==> config.mk <==
export PLATFORM = sky130hd
export DESIGN_NAME = asp_top
export DESIGN_NICKNAME = d
export VERILOG_FILES = /design/src/asp_pkg.sv /design/src/asp_dp_if.sv /design/src/asp_alu.sv /design/src/asp_shift.sv /design/src/asp_top.sv
export SDC_FILE = /design/constraint.sdc
export NUM_CORES = 1
export LEC_CHECK = 0
export BUFFER_PORTS_ARGS = -buffer_cell sky130_fd_sc_hd__buf_4
export CAP_MARGIN = 20
export CORE_AREA = 2 2 147 221
export DETAILED_ROUTE_END_ITERATION = 10
export DIE_AREA = 0 0 149 223
export GPL_TIMING_DRIVEN = 1
export PLACE_DENSITY_LB_ADDON = 0.2
export SYNTH_ARGS = -nofsm -noshare
export SYNTH_HDL_FRONTEND = slang
export SYNTH_SLANG_ARGS = --single-unit
export TNS_END_PERCENT = 50
==> constraint.sdc <==
create_clock -name sys_clk -period 7 [get_ports sys_clk]
set_clock_uncertainty 0.1 [all_clocks]
set_input_delay 0.7 -clock sys_clk [delete_from_list [all_inputs] [get_ports sys_clk]]
set_output_delay 0.7 -clock sys_clk [all_outputs]
set_load 0.05 [all_outputs]
==> src/asp_pkg.sv <==
// Shared constants and types for the ALU, shifter and skip datapath
package asp_pkg;

  // Datapath and bus widths, accumulator count
  localparam int ASP_DW = 16;
  localparam int ASP_AW = 4;
  localparam int ASP_BW = 32;
  localparam int ASP_NACC = 4;

  // ALU function codes
  typedef enum logic [2:0] {
    invert_op          = 3'h0,
    twos_complement_op = 3'h1,
    pass_op            = 3'h2,
    incr_op            = 3'h3,
    add_comp_op        = 3'h4,
    sub_op             = 3'h5,
    add_op             = 3'h6,
    and_op             = 3'h7
  } asp_op_t;

  // Rotate and swap codes
  typedef enum logic [1:0] {
    rot_none  = 2'h0,
    rot_left  = 2'h1,
    rot_right = 2'h2,
    rot_swap  = 2'h3
  } asp_sh_t;

  // Base carry selection codes
  typedef enum logic [1:0] {
    cy_keep   = 2'h0,
    cy_zero   = 2'h1,
    cy_one    = 2'h2,
    cy_invert = 2'h3
  } asp_cy_t;

  // Skip test codes
  typedef enum logic [2:0] {
    test_never          = 3'h0,
    test_always         = 3'h1,
    test_carry_zero     = 3'h2,
    test_carry_set      = 3'h3,
    test_result_zero    = 3'h4,
    test_result_nonzero = 3'h5,
    test_either_zero    = 3'h6,
    test_both_nonzero   = 3'h7
  } asp_sk_t;

  // Instruction field positions, instruction bit 0 is the word LSB
  localparam int IR_CLASS_BIT = 15;
  localparam int IR_SRC_LSB   = 13;
  localparam int IR_DST_LSB   = 11;
  localparam int IR_OP_LSB    = 8;
  localparam int IR_SH_LSB    = 6;
  localparam int IR_CY_LSB    = 4;
  localparam int IR_NL_BIT    = 3;
  localparam int IR_SK_LSB    = 0;

  // Register word indices on the bus
  localparam logic [3:0] REG_INSTR  = 4'h0;
  localparam logic [3:0] REG_CARRY  = 4'h1;
  localparam logic [3:0] REG_STATUS = 4'h2;
  localparam logic [3:0] REG_ACC0   = 4'h4;
  localparam logic [3:0] REG_ACC3   = 4'h7;

  // Status bit positions
  localparam int STAT_SKIP_BIT  = 0;
  localparam int STAT_CLASS_BIT = 1;
  localparam int STAT_STORE_BIT = 2;

  // Reset values
  localparam logic [15:0] ACC_RST   = 16'h0000;
  localparam logic        CARRY_RST = 1'b0;
  localparam logic [15:0] INSTR_RST = 16'h0000;

endpackage

==> src/asp_dp_if.sv <==
// Datapath signals between the controller, ALU and shifter
interface asp_dp_if;
  import asp_pkg::*;
  logic [15:0] src;
  logic [15:0] dst;
  asp_op_t     op;
  logic        base_carry;
  logic [15:0] result;
  logic        alu_carry;
  asp_sh_t     sh;
  asp_sk_t     sk;
  logic [15:0] shifted;
  logic        shifted_carry;
  logic        skip;

  modport ctl (output src, dst, op, base_carry, sh, sk,
               input  shifted, shifted_carry, skip);
  modport alu (input  src, dst, op, base_carry,
               output result, alu_carry);
  modport shf (input  result, alu_carry, sh, sk,
               output shifted, shifted_carry, skip);
endinterface

==> src/asp_alu.sv <==
// Eight-function ALU with carry forming from the base carry
module asp_alu
  import asp_pkg::*;
(
  asp_dp_if.alu dp
);

  // 17-bit add used by every arithmetic function
  function automatic logic [16:0] add17(input logic [15:0] a, input logic [15:0] b,
                                        input logic cin);
    add17 = {1'b0, a} + {1'b0, b} + {16'h0000, cin};
  endfunction

  logic [16:0] sum;
  logic        msb_carry_out;

  // Only the two-operand functions look at dst
  always_comb begin
    sum = 17'h00000;
    msb_carry_out = 1'b0;
    dp.result = 16'h0000;
    case (dp.op)
      invert_op: begin
        dp.result = ~dp.src;
      end
      twos_complement_op: begin
        sum = add17(~dp.src, 16'h0000, 1'b1);
        dp.result = sum[15:0];
        msb_carry_out = sum[16];
      end
      pass_op: begin
        dp.result = dp.src;
      end
      incr_op: begin
        sum = add17(dp.src, 16'h0000, 1'b1);
        dp.result = sum[15:0];
        msb_carry_out = sum[16];
      end
      add_comp_op: begin
        sum = add17(dp.dst, ~dp.src, 1'b0);
        dp.result = sum[15:0];
        msb_carry_out = sum[16];
      end
      sub_op: begin
        sum = add17(dp.dst, ~dp.src, 1'b1);
        dp.result = sum[15:0];
        msb_carry_out = sum[16];
      end
      add_op: begin
        sum = add17(dp.dst, dp.src, 1'b0);
        dp.result = sum[15:0];
        msb_carry_out = sum[16];
      end
      and_op: begin
        dp.result = dp.dst & dp.src;
      end
      default: begin
        dp.result = dp.src;
      end
    endcase
    // Logical functions never raise a carry out, so the base passes
    dp.alu_carry = dp.base_carry ^ msb_carry_out;
  end

endmodule

==> src/asp_shift.sv <==
// 17-bit rotate/swap shifter followed by the skip tester
module asp_shift
  import asp_pkg::*;
(
  asp_dp_if.shf dp
);

  logic zero;

  // Shift the carry:result pair, then test the shifted value
  always_comb begin
    case (dp.sh)
      rot_none: begin
        {dp.shifted_carry, dp.shifted} = {dp.alu_carry, dp.result};
      end
      rot_left: begin
        {dp.shifted_carry, dp.shifted} = {dp.result, dp.alu_carry};
      end
      rot_right: begin
        {dp.shifted, dp.shifted_carry} = {dp.alu_carry, dp.result};
      end
      rot_swap: begin
        dp.shifted = {dp.result[7:0], dp.result[15:8]};
        dp.shifted_carry = dp.alu_carry;
      end
      default: begin
        {dp.shifted_carry, dp.shifted} = {dp.alu_carry, dp.result};
      end
    endcase
    zero = (dp.shifted == 16'h0000);
    case (dp.sk)
      test_never:          dp.skip = 1'b0;
      test_always:         dp.skip = 1'b1;
      test_carry_zero:     dp.skip = ~dp.shifted_carry;
      test_carry_set:      dp.skip = dp.shifted_carry;
      test_result_zero:    dp.skip = zero;
      test_result_nonzero: dp.skip = ~zero;
      test_either_zero:    dp.skip = ~dp.shifted_carry | zero;
      test_both_nonzero:   dp.skip = dp.shifted_carry & ~zero;
      default:             dp.skip = 1'b0;
    endcase
  end

endmodule

==> src/asp_top.sv <==
// Arithmetic/logical execution unit with accumulators behind an Avalon-MM slave
//
// The address map and the Avalon-MM interface to the registers were left to the implementer.
module asp_top
  import asp_pkg::*;
(
  input  wire logic        sys_clk,
  input  wire logic        rst,
  input  wire logic [3:0]  avs_address,
  input  wire logic        avs_read,
  input  wire logic        avs_write,
  input  wire logic [31:0] avs_writedata,
  input  wire logic [3:0]  avs_byteenable,
  output logic      [31:0] avs_readdata,
  output logic             avs_waitrequest,
  output logic             skip_next,
  output logic             exec_done
);

  // Bus phases: idle, answering, executing a written instruction
  typedef enum logic [1:0] {
    PH_IDLE = 2'h0,
    PH_ACK  = 2'h1,
    PH_EXEC = 2'h2
  } asp_phase_t;

  typedef struct packed {
    asp_phase_t       phase;
    logic             waitreq;
    logic [31:0]      rdata;
    logic [15:0]      instr;
    logic [3:0][15:0] acc;
    logic             carry;
    logic             skip;
    logic             class_err;
    logic             stored;
    logic             skip_pulse;
    logic             done_pulse;
  } asp_state_t;

  asp_state_t st_ff;
  asp_state_t nxt_st;

  asp_dp_if dp ();

  asp_alu u_alu (
    .dp (dp.alu)
  );

  asp_shift u_shift (
    .dp (dp.shf)
  );

  // Byte-lane merge for the 16-bit registers; upper lanes have no storage
  function automatic logic [15:0] merge16(input logic [15:0] old,
                                          input logic [31:0] wdata,
                                          input logic [3:0]  be);
    merge16[7:0]  = be[0] ? wdata[7:0]  : old[7:0];
    merge16[15:8] = be[1] ? wdata[15:8] : old[15:8];
  endfunction

  // Word addresses that land in the accumulator file; shared by read and write paths
  function automatic logic is_acc_word(input logic [3:0] addr);
    is_acc_word = (addr >= REG_ACC0) && (addr <= REG_ACC3);
  endfunction

  // Base carry chosen from the carry flag by the carry field
  function automatic logic base_carry_sel(input asp_cy_t cy, input logic flag);
    case (cy)
      cy_keep:   base_carry_sel = flag;
      cy_zero:   base_carry_sel = 1'b0;
      cy_one:    base_carry_sel = 1'b1;
      cy_invert: base_carry_sel = ~flag;
      default:   base_carry_sel = flag;
    endcase
  endfunction

  // Instruction field decode into the datapath
  logic [1:0] src_sel;
  logic [1:0] dst_sel;
  logic       no_store_bit;
  logic       is_alu_class;

  always_comb begin
    src_sel      = st_ff.instr[IR_SRC_LSB +: 2];
    dst_sel      = st_ff.instr[IR_DST_LSB +: 2];
    no_store_bit = st_ff.instr[IR_NL_BIT];
    is_alu_class = st_ff.instr[IR_CLASS_BIT];
    dp.src        = st_ff.acc[src_sel];
    dp.dst        = st_ff.acc[dst_sel];
    dp.op         = asp_op_t'(st_ff.instr[IR_OP_LSB +: 3]);
    dp.sh         = asp_sh_t'(st_ff.instr[IR_SH_LSB +: 2]);
    dp.sk         = asp_sk_t'(st_ff.instr[IR_SK_LSB +: 3]);
    dp.base_carry = base_carry_sel(asp_cy_t'(st_ff.instr[IR_CY_LSB +: 2]), st_ff.carry);
  end

  // Read mux; unmapped words and reserved bits read as zero
  logic [31:0] rd_word;

  always_comb begin
    rd_word = 32'h00000000;
    case (avs_address)
      REG_INSTR:  rd_word = {16'h0000, st_ff.instr};
      REG_CARRY:  rd_word = {31'h00000000, st_ff.carry};
      REG_STATUS: begin
        rd_word[STAT_SKIP_BIT]  = st_ff.skip;
        rd_word[STAT_CLASS_BIT] = st_ff.class_err;
        rd_word[STAT_STORE_BIT] = st_ff.stored;
      end
      default: begin
        if (is_acc_word(avs_address)) begin
          rd_word = {16'h0000, st_ff.acc[avs_address[1:0]]};
        end
      end
    endcase
  end

  // Next-state logic for the whole block
  always_comb begin
    nxt_st = st_ff;
    nxt_st.skip_pulse = 1'b0;
    nxt_st.done_pulse = 1'b0;
    case (st_ff.phase)
      PH_IDLE: begin
        // One wait cycle gives the read mux a register stage
        if (avs_read || avs_write) begin
          nxt_st.waitreq = 1'b0;
          nxt_st.rdata   = avs_read ? rd_word : 32'h00000000;
          nxt_st.phase   = PH_ACK;
        end
      end
      PH_ACK: begin
        nxt_st.waitreq = 1'b1;
        nxt_st.phase   = PH_IDLE;
        if (avs_write) begin
          case (avs_address)
            REG_INSTR: begin
              nxt_st.instr = merge16(st_ff.instr, avs_writedata, avs_byteenable);
              nxt_st.phase = PH_EXEC;
            end
            REG_CARRY: begin
              if (avs_byteenable[0]) begin
                nxt_st.carry = avs_writedata[0];
              end
            end
            default: begin
              if (is_acc_word(avs_address)) begin
                nxt_st.acc[avs_address[1:0]] =
                  merge16(st_ff.acc[avs_address[1:0]], avs_writedata, avs_byteenable);
              end
            end
          endcase
        end
      end
      PH_EXEC: begin
        // Bus stays stalled here, so operands cannot change mid-instruction
        nxt_st.phase      = PH_IDLE;
        nxt_st.done_pulse = 1'b1;
        nxt_st.class_err  = ~is_alu_class;
        nxt_st.stored     = 1'b0;
        nxt_st.skip       = 1'b0;
        if (is_alu_class) begin
          if (!no_store_bit) begin
            nxt_st.acc[dst_sel] = dp.shifted;
            nxt_st.carry        = dp.shifted_carry;
            nxt_st.stored       = 1'b1;
          end
          nxt_st.skip       = dp.skip;
          nxt_st.skip_pulse = dp.skip;
        end
      end
      default: begin
        nxt_st.phase   = PH_IDLE;
        nxt_st.waitreq = 1'b1;
      end
    endcase
  end

  // State register with constant reset values
  always_ff @(posedge sys_clk or posedge rst) begin
    if (rst) begin
      st_ff.phase      <= PH_IDLE;
      st_ff.waitreq    <= 1'b1;
      st_ff.rdata      <= 32'h00000000;
      st_ff.instr      <= INSTR_RST;
      st_ff.acc        <= {ASP_NACC{ACC_RST}};
      st_ff.carry      <= CARRY_RST;
      st_ff.skip       <= 1'b0;
      st_ff.class_err  <= 1'b0;
      st_ff.stored     <= 1'b0;
      st_ff.skip_pulse <= 1'b0;
      st_ff.done_pulse <= 1'b0;
    end else begin
      st_ff <= nxt_st;
    end
  end

  // Outputs straight from the state register
  assign avs_readdata    = st_ff.rdata;
  assign avs_waitrequest = st_ff.waitreq;
  assign skip_next       = st_ff.skip_pulse;
  assign exec_done       = st_ff.done_pulse;

endmodule

---- Yosys cells after proc, flatten, opt, wreduce, memory -nomap -nowiden ----
Cells that the tools add are included.
storage, ports and cells
  output and inout port bits .............. 35
  logic and storage cells ................. 130
  flip-flop bits (word level) ............. 121
  bits of input ports ..................... 44
cells by class
  reduce and logical (&&, ||, !) cells .... 21
  $add $sub $neg .......................... 5
  order comparisons ....................... 7
  bitwise gates (word level) .............. 10
  muxes and demuxes ....................... 40
  eq/ne operators ......................... 32
operators with widths
  kind                                                  number
  two-way mux 65 bit                                    2
  one-hot mux 65 bit (2 select lines)                   1
  bitwise mux 64 bit                                    2
  two-way mux 64 bit                                    2
  one-hot mux 16 bit (8 select lines)                   1
  binary-select mux 16 bit (select 2 bit)               3
  two-way mux 16 bit                                    6
  two-way mux 66 bit                                    1
  demux 16 bit (select 2 bit)                           2
  one-hot mux 16 bit (4 select lines)                   1
  two-way mux 35 bit                                    1
  adder 16 x 1 -> 17 bit (second input constant)        2
  adder 16 x 16 -> 17 bit                               2
  two-way mux 32 bit                                    1
  one-hot mux 13 bit (2 select lines)                   1
  equality test 3 bit (second input constant)           8
  adder 17 x 1 -> 17 bit (second input constant)        1
  bitwise AND 16 bit                                    1
  zero test 16 bit                                      1
  two-way mux 8 bit                                     2
  inverter 16 bit                                       1
  != test 2 bit (second input constant)                 7
  equality test 3 x 2 -> 1 bit (second input constant)  4
  AND reduction 6 bit                                   2
  other kinds (32)                                      60

---- Logic depth before layout (Yosys ltp) ----
  word-level depth ........................ 14
  depth in mapped cells ................... 21
  gate-level depth less buffers ........... 19

---- By module ----
A second synthesis with hierarchy kept.
second synthesis, totals
  cells, all modules ...................... 1172
  area total of the unflattened synthesis .. 11136.9 um^2
modules (own cells, without submodules)
  module     area each (um^2)  cells each  times used  seq. area each (um^2)
  asp_top    6946.7            542         1           2628.8
  asp_alu    3608.5            545         1           0.0
  asp_shift  581.8             85          1           0.0

---- Worst setup path after synthesis ----
Ideal clock, no wire load.
  path type ............................... flip-flop to flip-flop
  start point ............................. reg st_ff, in the netlist dst_sel[0]
  end point ............................... reg st_ff[4] (netlist bit)
  required time ........................... 6.763 ns
  slack ................................... 1.468 ns
  stages on the path, launching flop included .. 20
  arrival time ............................ 5.295 ns
  path buffers ............................ 2
  clock period less this slack ............ 5.532 ns
  setup time .............................. 0.137 ns
  cells stage by stage .................... dfrtp_1 buf_1 clkbuf_1 mux4_2 ha_1 inv_1 fa_1 nand2b_1 a21oi_1 xnor2_1 nand4_1 nor4_2 a211o_1 a311oi_1 o22a_2 or3b_1 nand4bb_1 or4b_1 o2111ai_1 o211ai_1
on the way
  word-level cells in the longest chain between the ends .. 12
  elaborated cells on any way between the ends .. 18
  classes of those cells .................. add/sub: 3; mux: 8; bitwise: 6; reduce/logical: 1
ends and longest elaborated chain
  element                                     RTL line                          RTL
  start, declared                             asp_top.sv:41                     asp_state_t st_ff;
  start signal, assigned                      asp_top.sv:194                    st_ff <= nxt_st;
  binary-select mux 16 bit (select 2 bit) *   asp_top.sv:90                     dp.dst = st_ff.acc[dst_sel];
  two-way mux 16 bit (not written as such) *  asp_top.sv:90
  adder 16 x 16 -> 17 bit                     asp_alu.sv:11                     add17 = {1'b0, a} + {1'b0, b} + {16'h0000, cin};
  adder 17 x 1 -> 17 bit                      asp_alu.sv:11
  one-hot mux 1 bit (5 select lines)          asp_alu.sv:22                     case (dp.op)
  bitwise XOR 1 bit                           asp_alu.sv:62                     dp.alu_carry = dp.base_carry ^ msb_carry_out;
  one-hot mux 16 bit (4 select lines)         asp_shift.sv:12                   case (dp.sh)
  zero test 16 bit                            asp_shift.sv:30                   zero = (dp.shifted == 16'h0000);
  inverter 1 bit                              asp_shift.sv:37, asp_shift.sv:39
  bitwise AND 1 bit                           asp_shift.sv:39                   test_both_nonzero: dp.skip = dp.shifted_carry & ~zero;
  one-hot mux 1 bit (8 select lines) *        asp_shift.sv:31                   case (dp.sk)
  two-way mux 66 bit *                        asp_top.sv:162                    if (is_alu_class) begin
Every way passes the cells marked *; elsewhere a longest branch is shown, timed or not. The select of a mux whose other input is x is not followed.
A chain may end at the register's enable or synchronous reset.

---- Worst setup path after layout ----
  start point ............................. reg st_ff, in the netlist dst_sel[1]
  end point ............................... reg st_ff[4] (netlist bit)
The elaborated chain is that of the path after synthesis.

==> results.py <==
metrics = {
    "clocking": {
        "largest_buffer_count_on_any_clock_path": 2,
        "cts-root-buf": "clkbuf_16",
        "cts.repair.resized": 0,
        "post_cts_hold_fix_bufs": 0,
        "cts.clk_slew.worst_paths_ns": 0.08,
        "cts_buffers": 9,
        "cts_max_level": 3,
        "worst_skew_pair.late_latency_ns": 0.38,
        "cts_tree": "done",
        "clock_sink_count": 105,
        "cts_setup_buffers": 0,
    },
    "synthesis": {
        "synth_enable_flop_cells": 0,
        "synth.ff_latch_count": 105,
        "synth_top_cell_area_share_pct": 24.12,
        "synth.avg_cell_area_um2": 8.592,
        "post_synth_main_area_contributors": "dfrtp_1, mux4_2, a22oi_1",
        "synth_cell_type_count": 89,
        "dominantRegCellSynth": "dfrtp_1",
        "synth_sequential_area_ratio_pct": 24.36,
        "synth-warning-count": 0,
        "synth_cells": 1256,
        "synth_top_area_cell": "dfrtp_1",
        "ys_async_sr_fraction_pct": 100.0,
        "syn_area_mm2": 0.01079,
    },
    "worst_setup_path": {
        "r2r_slack_ns": 0.61,
        "crit_reg_reg_startpoint": "dst_sel[1]",
        "endpoint_required_time_on_the_critical_path_ns": 7.14,
        "setup.worst_path.class": "flop to flop",
        "worst_setup_path_startpoint": "dst_sel[1]",
        "crit_fanout": 16,
        "timing.critical_path.from_type": "flop",
        "end_kind": "flop",
        "worst_ep_arrival_time_ns": 6.53,
    },
    "place": {
        "gp_routability_congestion": 0.9595,
        "port-buffer-count": 44,
        "pre_cts_ws_ns": 0.6394,
        "place.detailed.hpwl_mm": 31.87,
    },
    "cells_and_area": {
        "final_layout_size_suffix_gt1_share_pct": 17.25,
        "finalNetCount": 1332,
        "antenna-diode-count": 0,
        "areaGrowthSynthToFinish_pct": 8.591,
        "n_fill_cell": 3315,
    },
    "floorplan": {
        "pin_count": 79,
        "initial_util_pct": 34.34,
        "die_x_um": 149,
        "die_height_um": 223,
        "rows": 80,
        "floorplan.core_area_mm2": 0.03143,
        "dieArea_mm2": 0.03323,
    },
    "worst_hold_path": {
        "worstHoldPathType": "primary input to async pin",
    },
    "power": {
        "peakVddDrop_mv": 0.1968,
        "intPower_mw": 2.170,
        "pwr-share-clk_pct": 10.8,
        "cellPowerDensity_mw_per_mm2": 402.8,
        "power.net_switching_mw": 2.551,
        "pwr-share-comb_pct": 72.0,
        "switching_share_pct": 54.04,
        "pwr-share-seq_pct": 17.2,
        "total_leakage_power_nw": 4.483,
        "tot_pwr_mw": 4.720,
    },
    "drt": {
        "drt-total-wl_mm": 41.16,
        "dr.pass1.iters": 5,
        "ant_nets": 0,
        "first_iter_violations": 1013,
        "routed_length_per_instance_um": 24.76,
        "post_drt_via_cell_ratio": 6.204,
        "vias": 10310,
        "drc_errors": 0,
    },
    "timing": {
        "setup_ws_ns": 0.6100,
        "setup_viol": 0,
        "rsz0062_at_grt": "false",
        "max_slew.worst_pin.slew_ns": 1.163,
        "final_min_period_over_clock_period_pct": 91.29,
        "setup_total_negative_slack_ns": 0,
        "drv_slew": 0,
        "min_period_ns": 6.390,
        "hold_violations": 0,
        "timing.fmax_ghz": 0.1565,
        "max_slew_margin_pct": 22.15,
    },
    "status": {
        "run_status": "completed",
    },
    "global_routing": {
        "global_route_wire_length_before_repair_mm": 62.06,
        "first_global_vias": 10120,
        "met1_layer_usage_reported_by_global_route_pct": 27.92,
        "track_usage_pct": 24.60,
        "grt.met2_usage_pct": 44.52,
        "grt.overflow.total": 0,
        "use_met3_pct": 2.618,
        "grt_max_degree": 61,
        "antenna_found_initial": 0,
        "busiest_layer": "met2",
    },
    "run": {
        "max-cap-violations": 0,
    },
}
final timing paths:
kind / to / cells after the start
max reg2reg: st_ff[4] / 15
max in group asynchronous: st_ff[23] / 3
max: st_ff[4] / 15
min: st_ff[46] / 2
min in group sys_clk: st_ff[2] / 1
min reg2reg: st_ff[2] / 1
placed cells by master (no fill, tap or decap), drive strengths merged, types with 28 or more instances in the layout:
cell type	n
mux2	31
a22oi	67
xnor2	46
dfrtp	104
nor2	87
nor3	34
inv	47
o21ai	81
mux4	49
a21oi	75
buf	91
nand3	28
ha	39
nand2	126
per-stage QoR:
| stage | hold slack [ns] | instance area (um2) | instances | util [%] |
|---|---|---|---|---|
| 2_1_floorplan | 0.3438 | 10850 | 1271 | - |
| 3_3_place_gp | 0.3568 | 11420 | 1645 | 36.34 |
| 3_5_place_dp | 0.3679 | 11420 | 1645 | 36.34 |
| 4_1_cts | 0.3112 | 11710 | 1661 | 37.26 |
| 5_1_grt | 0.3438 | 11720 | 1662 | 37.29 |
| 6_report | 0.2998 | 11720 | 1662 | 37.29 |
metal layers:
layer,part of all wire [%],vias to the layer above
met5,0,-
met2,52,408
met4,5.7,0
li1,-,4726
met3,4.1,104
met1,38,5073
synth_stat cells (11+ instances only):
cell      number
a211oi_1      12
a21oi_1       75
a221oi_1      19
a22oi_1       67
and3_1        14
buf_4         37
clkbuf_1      70
dfrtp_1      104
ha_1          39
inv_1         44
mux2_2        31
mux2i_1       16
mux4_2        47
nand2_1      126
nand3_1       28
nand4_1       17
nor2_1        86
nor3_1        34
nor4_1        16
o211ai_1      11
o21a_1        15
o21ai_0       78
o221ai_1      11
or3_1         11
xnor2_1       46
power groups by stage:
stage                     sequential [mW]  clock, mW  combinational [mW]
after global placement              0.817          0                3.31
after CTS                           0.809      0.522                3.34
after detailed placement            0.822          0                3.32
after global routing                0.827      0.543                3.65
after floorplan                     0.773          0                2.42
final                               0.811      0.511                3.40
critical path, stage by stage (launching register included):
cell       delay [ns]
dfrtp_1          0.93
mux4_2           0.65
ha_1             0.63
a21oi_1          0.26
o211a_1          0.33
o221a_2          0.35
xnor2_1          0.56
nor2_1           0.12
a311oi_2         0.39
a311oi_1         0.18
o22a_2           0.28
or3b_1           0.35
nand4bb_1        0.17
or4b_1           0.53
o2111ai_1        0.27
o211ai_1         0.14
cell families (layout without fill, tap and decap cells):
family	Yosys count	in the layout	share of synthesized area, %
other cells	1	16	0.03475
simple gates	388	388	17.70
fa+ha+maj	41	41	4.893
flops	105	105	24.36
buf+inv	172	153	7.722
xor+xnor	48	48	3.896
compound gates	405	405	26.38
mux	96	96	15.01
cell type report:
type | count | area [um2] | area share, %
Sequential cell | 105 | 2629 | 22.43
Tap cell | 410 | 513.0 | 4.378
Multi-Input combinational cell | 994 | 7430 | 63.40
Inverter | 46 | 175.2 | 1.495
Clock inverter | 7 | 63.81 | 0.5445
Timing Repair Buffer | 91 | 683.2 | 5.830
Clock buffer | 9 | 225.2 | 1.922
state kept, by name (all words and copies together) (netlist names):
name,count
st_ff,72
is_alu_class,1
exec_done,1
dp.sk,3
avs_waitrequest,1
dst_sel,2
dp.sh,2
no_store_bit,1
src_sel,2
dp.op,3
avs_readdata,16
skip_next,1
Note: power is estimated with default switching activity, not from simulation.
